$ cat config.mk
export PLATFORM = sky130hd
export DESIGN_NAME = cam_monitor
export DESIGN_NICKNAME = d
export VERILOG_FILES = /design/src/cam_pkg.sv /design/src/cam_sticky_bits.sv /design/src/cam_chan_compare.sv /design/src/cam_monitor.sv
export SDC_FILE = /design/constraint.sdc
export NUM_CORES = 1
export LEC_CHECK = 0
export BUFFER_PORTS_ARGS = -buffer_cell sky130_fd_sc_hd__buf_2
export CAP_MARGIN = 20
export CORE_UTILIZATION = 49
export CTS_BUF_LIST = sky130_fd_sc_hd__clkbuf_4
export DETAILED_ROUTE_END_ITERATION = 16
export PLACE_DENSITY = 0.85
export RECOVER_POWER = 25
export REMOVE_ABC_BUFFERS = 1
export SLEW_MARGIN = 5
export SYNTH_ARGS = -nofsm -noshare
export SYNTH_HDL_FRONTEND = slang
export SYNTH_SLANG_ARGS = --single-unit
$ cat constraint.sdc
create_clock -name clock -period 3.05 [get_ports clock]
set_input_delay 0.1525 -clock clock [delete_from_list [all_inputs] [get_ports clock]]
set_output_delay 0.1525 -clock clock [all_outputs]
set_load 0.005 [all_outputs]
$ cat src/cam_pkg.sv
package cam_pkg;
    // bus geometry
    localparam int unsigned DATA_W = 32;
    localparam int unsigned ADDR_W = 8;
    // register byte offsets
    localparam logic [7:0] OFF_STATUS = 8'h00;
    localparam logic [7:0] OFF_LANE = 8'h04;
    localparam logic [7:0] OFF_MASK = 8'h08;
    localparam logic [7:0] OFF_SUMMARY = 8'h0c;
    localparam logic [7:0] OFF_CTRL = 8'h10;
    // alarm status bit positions
    localparam int unsigned BIT_FIFO = 0;
    localparam int unsigned BIT_PLL = 1;
    localparam int unsigned BIT_LINK = 2;
    localparam int unsigned BIT_SYSREF = 3;
    localparam int unsigned BIT_NCO = 4;
    localparam int unsigned BIT_CLK = 5;
    localparam int unsigned ALARM_W = 6;
    // control bit positions
    localparam int unsigned CTL_LINK_EN = 0;
    localparam int unsigned CTL_PIN_SEL = 1;
    localparam int unsigned CTL_AUTO_REINIT = 2;
    localparam int unsigned CTL_NCO_SYNC_SEL = 3;
    localparam int unsigned CTL_CHAN_A_OFF = 4;
    localparam int unsigned CTL_CHAN_B_OFF = 5;
    localparam int unsigned CTRL_W = 6;
    // summary bit position
    localparam int unsigned SUM_BIT = 0;
    // reset values
    localparam logic [ALARM_W-1:0] MASK_RST = 6'h00;
    localparam logic [CTRL_W-1:0] CTRL_RST = 6'h00;
    // reinitialisation hold length in clock cycles
    localparam logic [2:0] REINIT_CYCLES = 3'h4;
    // bus answer states
    typedef enum logic {
        BUS_IDLE = 1'b0,
        BUS_ACK = 1'b1
    } cam_bus_state_t;
    // auto reinitialisation states
    typedef enum logic [1:0] {
        RI_IDLE = 2'b00,
        RI_HOLD = 2'b01,
        RI_RELEASE = 2'b11
    } cam_reinit_state_t;
endpackage

$ cat src/cam_sticky_bits.sv
`timescale 1ns/100ps
`default_nettype none
module cam_sticky_bits #(
    parameter int unsigned WIDTH = 6
) (
    // clock and reset
    input wire logic clock,
    input wire logic nrst,
    // set and clear
    input wire logic [WIDTH-1:0] set_vec,
    input wire logic [WIDTH-1:0] clr_vec,
    // flags
    output logic [WIDTH-1:0] flags
);
    logic [WIDTH-1:0] flags_reg;
    logic [WIDTH-1:0] flags_next;

    // a set in the clearing cycle wins
    assign flags_next = (flags_reg & ~clr_vec) | set_vec;

    // sticky storage
    always_ff @(posedge clock or negedge nrst) begin
        if (!nrst) begin
            flags_reg <= '0;
        end else begin
            flags_reg <= flags_next;
        end
    end

    assign flags = flags_reg;
endmodule
`default_nettype wire

$ cat src/cam_chan_compare.sv
`timescale 1ns/100ps
`default_nettype none
module cam_chan_compare #(
    parameter int unsigned WIDTH = 32
) (
    // clock and reset
    input wire logic clock,
    input wire logic nrst,
    // compared values
    input wire logic enable,
    input wire logic [WIDTH-1:0] chan_a,
    input wire logic [WIDTH-1:0] chan_b,
    // result
    output logic mismatch
);
    logic mismatch_reg;

    // one differing sample is enough
    always_ff @(posedge clock or negedge nrst) begin
        if (!nrst) begin
            mismatch_reg <= 1'b0;
        end else begin
            mismatch_reg <= enable && (chan_a != chan_b);
        end
    end

    assign mismatch = mismatch_reg;
endmodule
`default_nettype wire

$ cat src/cam_monitor.sv
// Decided for this implementation: the placing of the registers and register access over Avalon-MM.
`timescale 1ns/100ps
`default_nettype none
module cam_monitor #(
    parameter int unsigned LANES = 16,
    parameter int unsigned NCO_W = 32,
    parameter int unsigned CLK_W = 4
) (
    // clock and reset
    input wire logic clock,
    input wire logic nrst,
    // avalon-mm slave
    input wire logic [cam_pkg::ADDR_W-1:0] avs_address,
    input wire logic avs_read,
    input wire logic avs_write,
    input wire logic [cam_pkg::DATA_W-1:0] avs_writedata,
    input wire logic [3:0] avs_byteenable,
    output logic [cam_pkg::DATA_W-1:0] avs_readdata,
    output logic avs_waitrequest,
    // alarm sources
    input wire logic [LANES-1:0] fifo_overflow_lane,
    input wire logic [LANES-1:0] fifo_underflow_lane,
    input wire logic serdes_pll_locked,
    input wire logic link_in_data_state,
    input wire logic sysref_realign,
    input wire logic sysref_event,
    input wire logic lane_align_start,
    input wire logic power_down_pin,
    // channel comparison inputs
    input wire logic [NCO_W-1:0] chan_a_nco_acc,
    input wire logic [NCO_W-1:0] chan_b_nco_acc,
    input wire logic [CLK_W-1:0] chan_a_clocks,
    input wire logic [CLK_W-1:0] chan_b_clocks,
    input wire logic half_rate_tick,
    input wire logic calibration_status,
    // pin and link control
    output logic status_output_pin,
    output logic link_reset_n,
    output logic serializer_power_down,
    output logic link_clock_enable,
    output logic link_reinit
);
    localparam int unsigned DW = cam_pkg::DATA_W;
    localparam int unsigned AW = cam_pkg::ALARM_W;

    // byte enables widened to a bit mask
    function automatic logic [DW-1:0] lane_mask(input logic [3:0] be);
        logic [DW-1:0] m;
        m = '0;
        for (int i = 0; i < 4; i++) begin
            m[i*8 +: 8] = {8{be[i]}};
        end
        return m;
    endfunction

    // address match
    function automatic logic addr_is(input logic [7:0] a, input logic [7:0] off);
        return a == off;
    endfunction

    cam_pkg::cam_bus_state_t bus_state_reg;
    cam_pkg::cam_reinit_state_t ri_state_reg;
    cam_pkg::cam_reinit_state_t ri_state_next;
    logic [DW-1:0] readdata_reg;
    logic [DW-1:0] readdata_next;
    logic waitrequest_reg;
    logic [AW-1:0] mask_reg;
    logic [cam_pkg::CTRL_W-1:0] ctrl_reg;
    logic summary_reg;
    logic pin_reg;
    logic link_reset_n_reg;
    logic ser_pd_reg;
    logic link_clk_en_reg;
    logic reinit_reg;
    logic nco_synced_reg;
    logic [2:0] ri_cnt_reg;
    logic wr_go;
    logic [DW-1:0] wmask;
    logic [DW-1:0] wbits;
    logic [AW-1:0] status_clr;
    logic [LANES-1:0] lane_clr;
    logic [AW-1:0] events;
    logic [LANES-1:0] lane_events;
    logic [AW-1:0] status_bits;
    logic [LANES-1:0] lane_bits;
    logic nco_mismatch;
    logic clk_mismatch;
    logic link_en;
    logic both_on;
    logic nco_cmp_en;
    logic clk_cmp_en;

    assign link_en = ctrl_reg[cam_pkg::CTL_LINK_EN];
    assign both_on = !ctrl_reg[cam_pkg::CTL_CHAN_A_OFF] && !ctrl_reg[cam_pkg::CTL_CHAN_B_OFF];

    // bus answer: one wait cycle, then the slot where the master samples
    always_ff @(posedge clock or negedge nrst) begin
        if (!nrst) begin
            bus_state_reg <= cam_pkg::BUS_IDLE;
            waitrequest_reg <= 1'b1;
            readdata_reg <= '0;
        end else begin
            case (bus_state_reg)
                cam_pkg::BUS_IDLE: begin
                    if (avs_read || avs_write) begin
                        bus_state_reg <= cam_pkg::BUS_ACK;
                        waitrequest_reg <= 1'b0;
                        readdata_reg <= readdata_next;
                    end
                end
                default: begin
                    bus_state_reg <= cam_pkg::BUS_IDLE;
                    waitrequest_reg <= 1'b1;
                end
            endcase
        end
    end

    // write strobes and write-one-to-clear vectors
    assign wr_go = avs_write && (bus_state_reg == cam_pkg::BUS_ACK);
    assign wmask = lane_mask(avs_byteenable);
    assign wbits = avs_writedata & wmask;
    assign status_clr = (wr_go && addr_is(avs_address, cam_pkg::OFF_STATUS)) ?
        wbits[AW-1:0] : '0;
    assign lane_clr = (wr_go && addr_is(avs_address, cam_pkg::OFF_LANE)) ?
        wbits[LANES-1:0] : '0;

    // read decode
    always_comb begin
        readdata_next = '0;
        if (addr_is(avs_address, cam_pkg::OFF_STATUS)) begin
            readdata_next[AW-1:0] = status_bits;
        end else if (addr_is(avs_address, cam_pkg::OFF_LANE)) begin
            readdata_next[LANES-1:0] = lane_bits;
        end else if (addr_is(avs_address, cam_pkg::OFF_MASK)) begin
            readdata_next[AW-1:0] = mask_reg;
        end else if (addr_is(avs_address, cam_pkg::OFF_SUMMARY)) begin
            readdata_next[cam_pkg::SUM_BIT] = summary_reg;
        end else if (addr_is(avs_address, cam_pkg::OFF_CTRL)) begin
            readdata_next[cam_pkg::CTRL_W-1:0] = ctrl_reg;
        end
    end

    // mask and control registers, byte-lane aware
    always_ff @(posedge clock or negedge nrst) begin
        if (!nrst) begin
            mask_reg <= cam_pkg::MASK_RST;
            ctrl_reg <= cam_pkg::CTRL_RST;
        end else if (wr_go && addr_is(avs_address, cam_pkg::OFF_MASK)) begin
            mask_reg <= (mask_reg & ~wmask[AW-1:0]) | wbits[AW-1:0];
        end else if (wr_go && addr_is(avs_address, cam_pkg::OFF_CTRL)) begin
            ctrl_reg <= (ctrl_reg & ~wmask[cam_pkg::CTRL_W-1:0])
                | wbits[cam_pkg::CTRL_W-1:0];
        end
    end

    // oscillator check armed by the selected synchronisation event
    always_ff @(posedge clock or negedge nrst) begin
        if (!nrst) begin
            nco_synced_reg <= 1'b0;
        end else if (!link_en || power_down_pin) begin
            nco_synced_reg <= 1'b0;
        end else if (ctrl_reg[cam_pkg::CTL_NCO_SYNC_SEL] ? lane_align_start : sysref_event) begin
            nco_synced_reg <= 1'b1;
        end
    end

    assign nco_cmp_en = nco_synced_reg && both_on;
    // clocks compared once per half-rate cycle while powered up
    assign clk_cmp_en = half_rate_tick && link_en && both_on && !power_down_pin;

    cam_chan_compare #(
        .WIDTH(NCO_W)
    ) u_nco_cmp (
        .clock(clock),
        .nrst(nrst),
        .enable(nco_cmp_en),
        .chan_a(chan_a_nco_acc),
        .chan_b(chan_b_nco_acc),
        .mismatch(nco_mismatch)
    );

    cam_chan_compare #(
        .WIDTH(CLK_W)
    ) u_clk_cmp (
        .clock(clock),
        .nrst(nrst),
        .enable(clk_cmp_en),
        .chan_a(chan_a_clocks),
        .chan_b(chan_b_clocks),
        .mismatch(clk_mismatch)
    );

    // alarm events, one bit per cause
    assign lane_events = fifo_overflow_lane | fifo_underflow_lane;
    assign events[cam_pkg::BIT_FIFO] = |lane_events;
    assign events[cam_pkg::BIT_PLL] = !serdes_pll_locked;
    assign events[cam_pkg::BIT_LINK] = link_en && !link_in_data_state;
    assign events[cam_pkg::BIT_SYSREF] = sysref_realign;
    assign events[cam_pkg::BIT_NCO] = nco_mismatch;
    assign events[cam_pkg::BIT_CLK] = clk_mismatch;

    cam_sticky_bits #(
        .WIDTH(AW)
    ) u_status (
        .clock(clock),
        .nrst(nrst),
        .set_vec(events),
        .clr_vec(status_clr),
        .flags(status_bits)
    );

    cam_sticky_bits #(
        .WIDTH(LANES)
    ) u_lanes (
        .clock(clock),
        .nrst(nrst),
        .set_vec(lane_events),
        .clr_vec(lane_clr),
        .flags(lane_bits)
    );

    // summary flag and status pin
    always_ff @(posedge clock or negedge nrst) begin
        if (!nrst) begin
            summary_reg <= 1'b0;
            pin_reg <= 1'b0;
        end else begin
            summary_reg <= |(status_bits & ~mask_reg);
            pin_reg <= ctrl_reg[cam_pkg::CTL_PIN_SEL] ? summary_reg : calibration_status;
        end
    end

    // auto reinitialisation sequencing
    always_comb begin
        ri_state_next = ri_state_reg;
        case (ri_state_reg)
            cam_pkg::RI_IDLE: begin
                if (ctrl_reg[cam_pkg::CTL_AUTO_REINIT] && events[cam_pkg::BIT_FIFO]) begin
                    ri_state_next = cam_pkg::RI_HOLD;
                end
            end
            cam_pkg::RI_HOLD: begin
                if (ri_cnt_reg == cam_pkg::REINIT_CYCLES - 3'h1) begin
                    ri_state_next = cam_pkg::RI_RELEASE;
                end
            end
            default: begin
                ri_state_next = cam_pkg::RI_IDLE;
            end
        endcase
    end

    always_ff @(posedge clock or negedge nrst) begin
        if (!nrst) begin
            ri_state_reg <= cam_pkg::RI_IDLE;
            ri_cnt_reg <= '0;
        end else begin
            ri_state_reg <= ri_state_next;
            ri_cnt_reg <= (ri_state_reg == cam_pkg::RI_HOLD) ? ri_cnt_reg + 3'h1 : 3'h0;
        end
    end

    // link reset, serializer power and clock gating
    always_ff @(posedge clock or negedge nrst) begin
        if (!nrst) begin
            link_reset_n_reg <= 1'b0;
            ser_pd_reg <= 1'b1;
            link_clk_en_reg <= 1'b0;
            reinit_reg <= 1'b0;
        end else begin
            link_reset_n_reg <= link_en && (ri_state_next != cam_pkg::RI_HOLD);
            ser_pd_reg <= !link_en;
            link_clk_en_reg <= link_en;
            reinit_reg <= ri_state_next == cam_pkg::RI_HOLD;
        end
    end

    assign avs_readdata = readdata_reg;
    assign avs_waitrequest = waitrequest_reg;
    assign status_output_pin = pin_reg;
    assign link_reset_n = link_reset_n_reg;
    assign serializer_power_down = ser_pd_reg;
    assign link_clock_enable = link_clk_en_reg;
    assign link_reinit = reinit_reg;
endmodule
`default_nettype wire

After elaboration in Yosys (flattened, before gate mapping)
Cells that the tools add are included.
- register bits: 66
- output and inout port bits: 38
- word-level logic and storage cells: 99
- $add $sub $neg: 1
- eq/ne operators: 10
- multiplexer cells: 22
- bitwise operators: 17
- reductions and logical operators: 31
- operators by type and width (cell ; number):
    $and A16 B16 Y16 ; 2
    $ne A32 B32 Y1 ; 1
    $or A16 B16 Y16 ; 2
    $mux W6 ; 5
    $and A6 B6 Y6 ; 4
    $mux W10 ; 2
    $not A6 Y6 ; 3
    $or A6 B6 Y6 ; 3
    $eq A8 B4 Y1 const B ; 2
    $mux W16 ; 1
    $not A16 Y16 ; 1
    $reduce_or A16 Y1 ; 1
    $logic_and A1 B1 Y1 ; 15
    $mux W1 ; 9
    $eq A8 B3 Y1 const B ; 1
    $eq A8 B5 Y1 const B ; 1
    $logic_not A8 Y1 ; 1
    $logic_not A1 Y1 ; 6
    $reduce_or A6 Y1 ; 1
    $mux W5 ; 1
    $eq A2 B1 Y1 const B ; 2
    $mux W2 ; 2
    $ne A4 B4 Y1 ; 1
    $pmux W2 S2 ; 1
    9 further kinds ; 13

Logic depth before layout (Yosys ltp)
- depth in word-level cells: 7
- gate-level depth with buffers: 6
- mapped depth without buffers: 4

Modules after synthesis
From an unflattened synthesis, not the netlist that was laid out.
- cells, all modules: 349
- area total of the unflattened synthesis: 3646.0 um^2
- by module, submodules not included (module ; times used ; cells an instance ; area each (um^2) ; sequential area each (um^2)):
    cam_monitor ; 1 ; 233 ; 2401.1 ; 1053.5
    cam_sticky_bits (u_lanes) ; 1 ; 48 ; 580.6 ; 400.4
    cam_chan_compare (u_nco_cmp) ; 1 ; 44 ; 375.4 ; 25.0
    cam_sticky_bits (u_status) ; 1 ; 18 ; 217.7 ; 150.1
    cam_chan_compare (u_clk_cmp) ; 1 ; 6 ; 71.3 ; 25.0

Least setup slack after synthesis
No wires, ideal clock.
- kind: input port to flip-flop
- from: input port avs_address[7] (netlist name)
- to: register (tool-made name)
- library setup time: 0.127 ns
- arrival: 1.722 ns
- required time: 2.923 ns
- setup slack: 1.200 ns
- cell stages on the path: 6
- cells stage by stage: or4_1 -> buf_4 -> nor3_4 -> and3_1 -> buf_4 -> mux2_1
- RTL lines (element ; line ; source):
    start: declaration ; cam_monitor.sv:13 ; input wire logic [cam_pkg::ADDR_W-1:0] avs_address,

Worst setup path after layout
- from: input port avs_address[7] (netlist name)
- to: register u_lanes.flags_reg[3] (netlist: u_lanes.flags[3])
- word-level cells in the longest chain between the ends: 6
- ends and longest elaborated chain (element ; line ; source):
    $eq A8 B3 Y1 ; cam_monitor.sv:58 ; return a == off;
    $logic_and A1 B1 Y1 ; cam_monitor.sv:125 ; assign lane_clr = (wr_go && addr_is(avs_address, cam_pkg::OFF_LANE)) ?
    $mux W16 ; cam_monitor.sv:125 ;
    $not A16 Y16 ; cam_sticky_bits.sv:19 ; assign flags_next = (flags_reg & ~clr_vec) | set_vec;
    $and A16 B16 Y16 ; cam_sticky_bits.sv:19 ;
    $or A16 B16 Y16 ; cam_sticky_bits.sv:19 ;
    net u_lanes.flags_next[3] ; cam_sticky_bits.sv:16 ; logic [WIDTH-1:0] flags_next;
    end signal: assignment ; cam_sticky_bits.sv:26 ; flags_reg <= flags_next;
    end: declaration ; cam_sticky_bits.sv:15 ; logic [WIDTH-1:0] flags_reg;
The timed path passes the listed nets, and every way through them passes these cells.
A chain may end at the register's enable or synchronous reset.

==> results.toml <==
[routing]
num_vias = 3313
avgRoutedWirePerCell_um = 16.7
drt-vias-per-instance = 5.52
drt_iter0_drc = 236
firstDrtPassIters = 4
post-route-drc-count = 0
antenna_left = 0
drt_wl_total_um = 10000

[power]
power.density_mw_per_mm2 = 358
ir_drop_v = 0.000167
p_int_w = 0.00123
seqPwrFrac = 0.540
p_switching_w = 0.000461
pwr-share-clk = 0.279
p_leak_nw = 2.24
p_comb_frac = 0.181
swShare = 0.273

[worst_setup_path]
crit_fanout = 8
path_class = "input port to flip-flop"
cp_slowest_cell = "or4_1"
max_stage_delay_ns = 0.74
arrival_ns = 2.66
cp_data_required_time_ns = 3.33
startpoint_type = "input port"
endpoint_kind = "flip-flop"
worstPathCellList = "buf_2 > or4_1 > nor4_4 > nand2_1 > a211o_1 > dlygate4sd3_1"

[logic_synthesis]
synth_top_area_share = 0.474
synthCells = 309
syn_area_sq_mm = 0.00338
postSynthAreaPerCell_sq_um = 10.9
synthTopCellsByArea = "dfrtp_1 47%, xnor2_1 8.3%, a211o_1 4.1%"
synth_top_area_cell = "dfrtp_1"
ys_top_cells_by_count = "64 x dfrtp_1, 32 x xnor2_1, 23 x nand2_1"
async_flop_share = 1.00
synth-main-ff-cell = "dfrtp_1"
ys_seq_elements = 66
yosysWarnings = 0
synth.most_common_cell = "dfrtp_1"
synth_edf_count = 0
yosysUniqueCellTypes = 41
ys_seq_area_frac = 0.489

[timing]
slew_viol_final = 0
min_period_ns = 2.37
fmax_ghz = 0.421
skew_ns = 0.0131
finalHoldWorstSlack_ns = 0.0344
hold_viol = 0
setup_viol = 0
rsz0062_at_grt = "false"
worst_pin_slew_ns = 1.32
final.period_utilization = 0.779
finalSetupTns_ns = 0
slew_headroom = 0.123

[global_routing]
grtUsageTotal = 0.286
first_global_vias = 3378
grt_pass1_wl_um = 15500
grt_max_degree = 43
grt_antenna_before_repair = 1
overflow = 0

[place]
port_buffers = 163
place.gp.congestion = 0.884
placed_area_sq_mm = 0.00422
place_hpwl_um = 7320

[cts]
cts_buffer_depth = 2
cts.sinks = 66
path_clk_slew_ns = 0.10
cts_htree_levels = 3
cts_tree = "built"
cts_buffers = 9
clk_latency_ns = 0.40
clockRootBuffer = "clkbuf_4"
cts-resized-gates = 0

[min_path]
hp-class = "input port to flip-flop"

[die]
die_h_um = 85.1
dieWidth_um = 85.1
die_area_sq_mm = 0.00724
core_area_sq_mm = 0.00649
num_rows = 29
io_pins = 198
start_util = 0.521

[outcome]
status = "finished clean"

[finish]
synthToLayoutAreaGrowth_pct = 39.3
fin_nets = 679
design_area_sq_mm = 0.00471
drive_gt1_frac = 0.372

[job]
drv_cap = 0
-- cell families after synthesis --
family,Yosys count,synth area share
simple gates,86,0.152
flops,66,0.489
compound gates,65,0.144
buf+inv,37,0.0610
xor+xnor,36,0.0932
mux,16,0.0522
fa+ha+maj,2,0.00740
other cells,1,0.00111
-- power by group through the flow --
stage	Sequential, W	Clock [W]	Combinational, W
5_1_grt	0.000915	0.000516	0.000335
4_1_cts	0.000912	0.000476	0.000302
3_5_place_dp	0.000929	0	0.000279
2_1_floorplan	0.000928	0	0.000107
3_3_place_gp	0.000928	0	0.000270
6_report	0.000912	0.000471	0.000305
-- repair_timing --
item,in CTS,in global routing
hold buffers,39,0
buffers inserted,0,0
endpoints found under the setup margin,0,0
hold endpoints to repair,46,0
-- cells in the final DEF, fill, tap and decap left out, types with 6 or more instances in the layout --
master	n
a211o_1	16
a22o_1	12
buf_2	161
clkbuf_4	11
conb_1	16
dfrtp_1	64
dlygate4sd3_1	39
inv_1	15
mux2_1	6
mux2_2	7
nand2_1	23
nand4_1	10
nor2_1	11
nor4_1	12
o21ai_0	9
o22ai_1	8
xnor2_1	32
-- cell type report --
| type | count | area [sq um] |
|---|---|---|
| antenna | 1 | 2.50 |
| clock buffer | 11 | 82.6 |
| clock inverter | 5 | 22.5 |
| fill | 469 | 1780 |
| inverter | 15 | 56.3 |
| multi-input combinational | 221 | 1580 |
| sequential | 66 | 1650 |
| tap | 77 | 96.3 |
| timing repair buffer | 204 | 1220 |
-- critical path: cells and delay by family --
| kind | cells | cell delay, ns |
|---|---|---|
| AOI/OAI and AO/OA | 1 | 0.33 |
| buffers and inverters | 2 | 0.66 |
| and+or+nand+nor | 3 | 1.50 |
-- per-layer routing --
| metal | track usage | wire, um | up-vias |
|---|---|---|---|
| met5 | 0 | 0 | - |
| met4 | 0.177 | 461 | 0 |
| met3 | 0.0409 | 697 | 43 |
| met2 | 0.548 | 5490 | 200 |
| met1 | 0.289 | 3370 | 1557 |
| li1 | - | - | 1513 |
-- worst paths after layout --
path,start,endpoint,slack (ns),cells after the start
max,avs_address[7],u_lanes.flags[3],0.68,6
min,avs_writedata[1],flip-flop,0.03,2
max reg2reg,bus_state_reg,u_lanes.flags[3],0.74,5
min reg2reg,u_nco_cmp.mismatch,u_status.flags[4],0.44,1
max in group asynchronous,nrst,serializer_power_down,1.27,3
min in group asynchronous,nrst,u_lanes.flags[13],0.56,2
-- metrics by stage --
stage | power, W | worst slack, ns | std cells | util
3_5_place_dp | 0.00121 | 0.761 | 544 | 0.649
4_1_cts | 0.00169 | 0.778 | 599 | 0.725
6_report | 0.00169 | 0.675 | 600 | 0.725
3_3_place_gp | 0.00120 | 0.782 | 544 | 0.649
2_1_floorplan | 0.00103 | 1.08 | 302 | -
5_1_grt | 0.00177 | 0.587 | 600 | 0.725
Power figures use the tool's default switching activity.
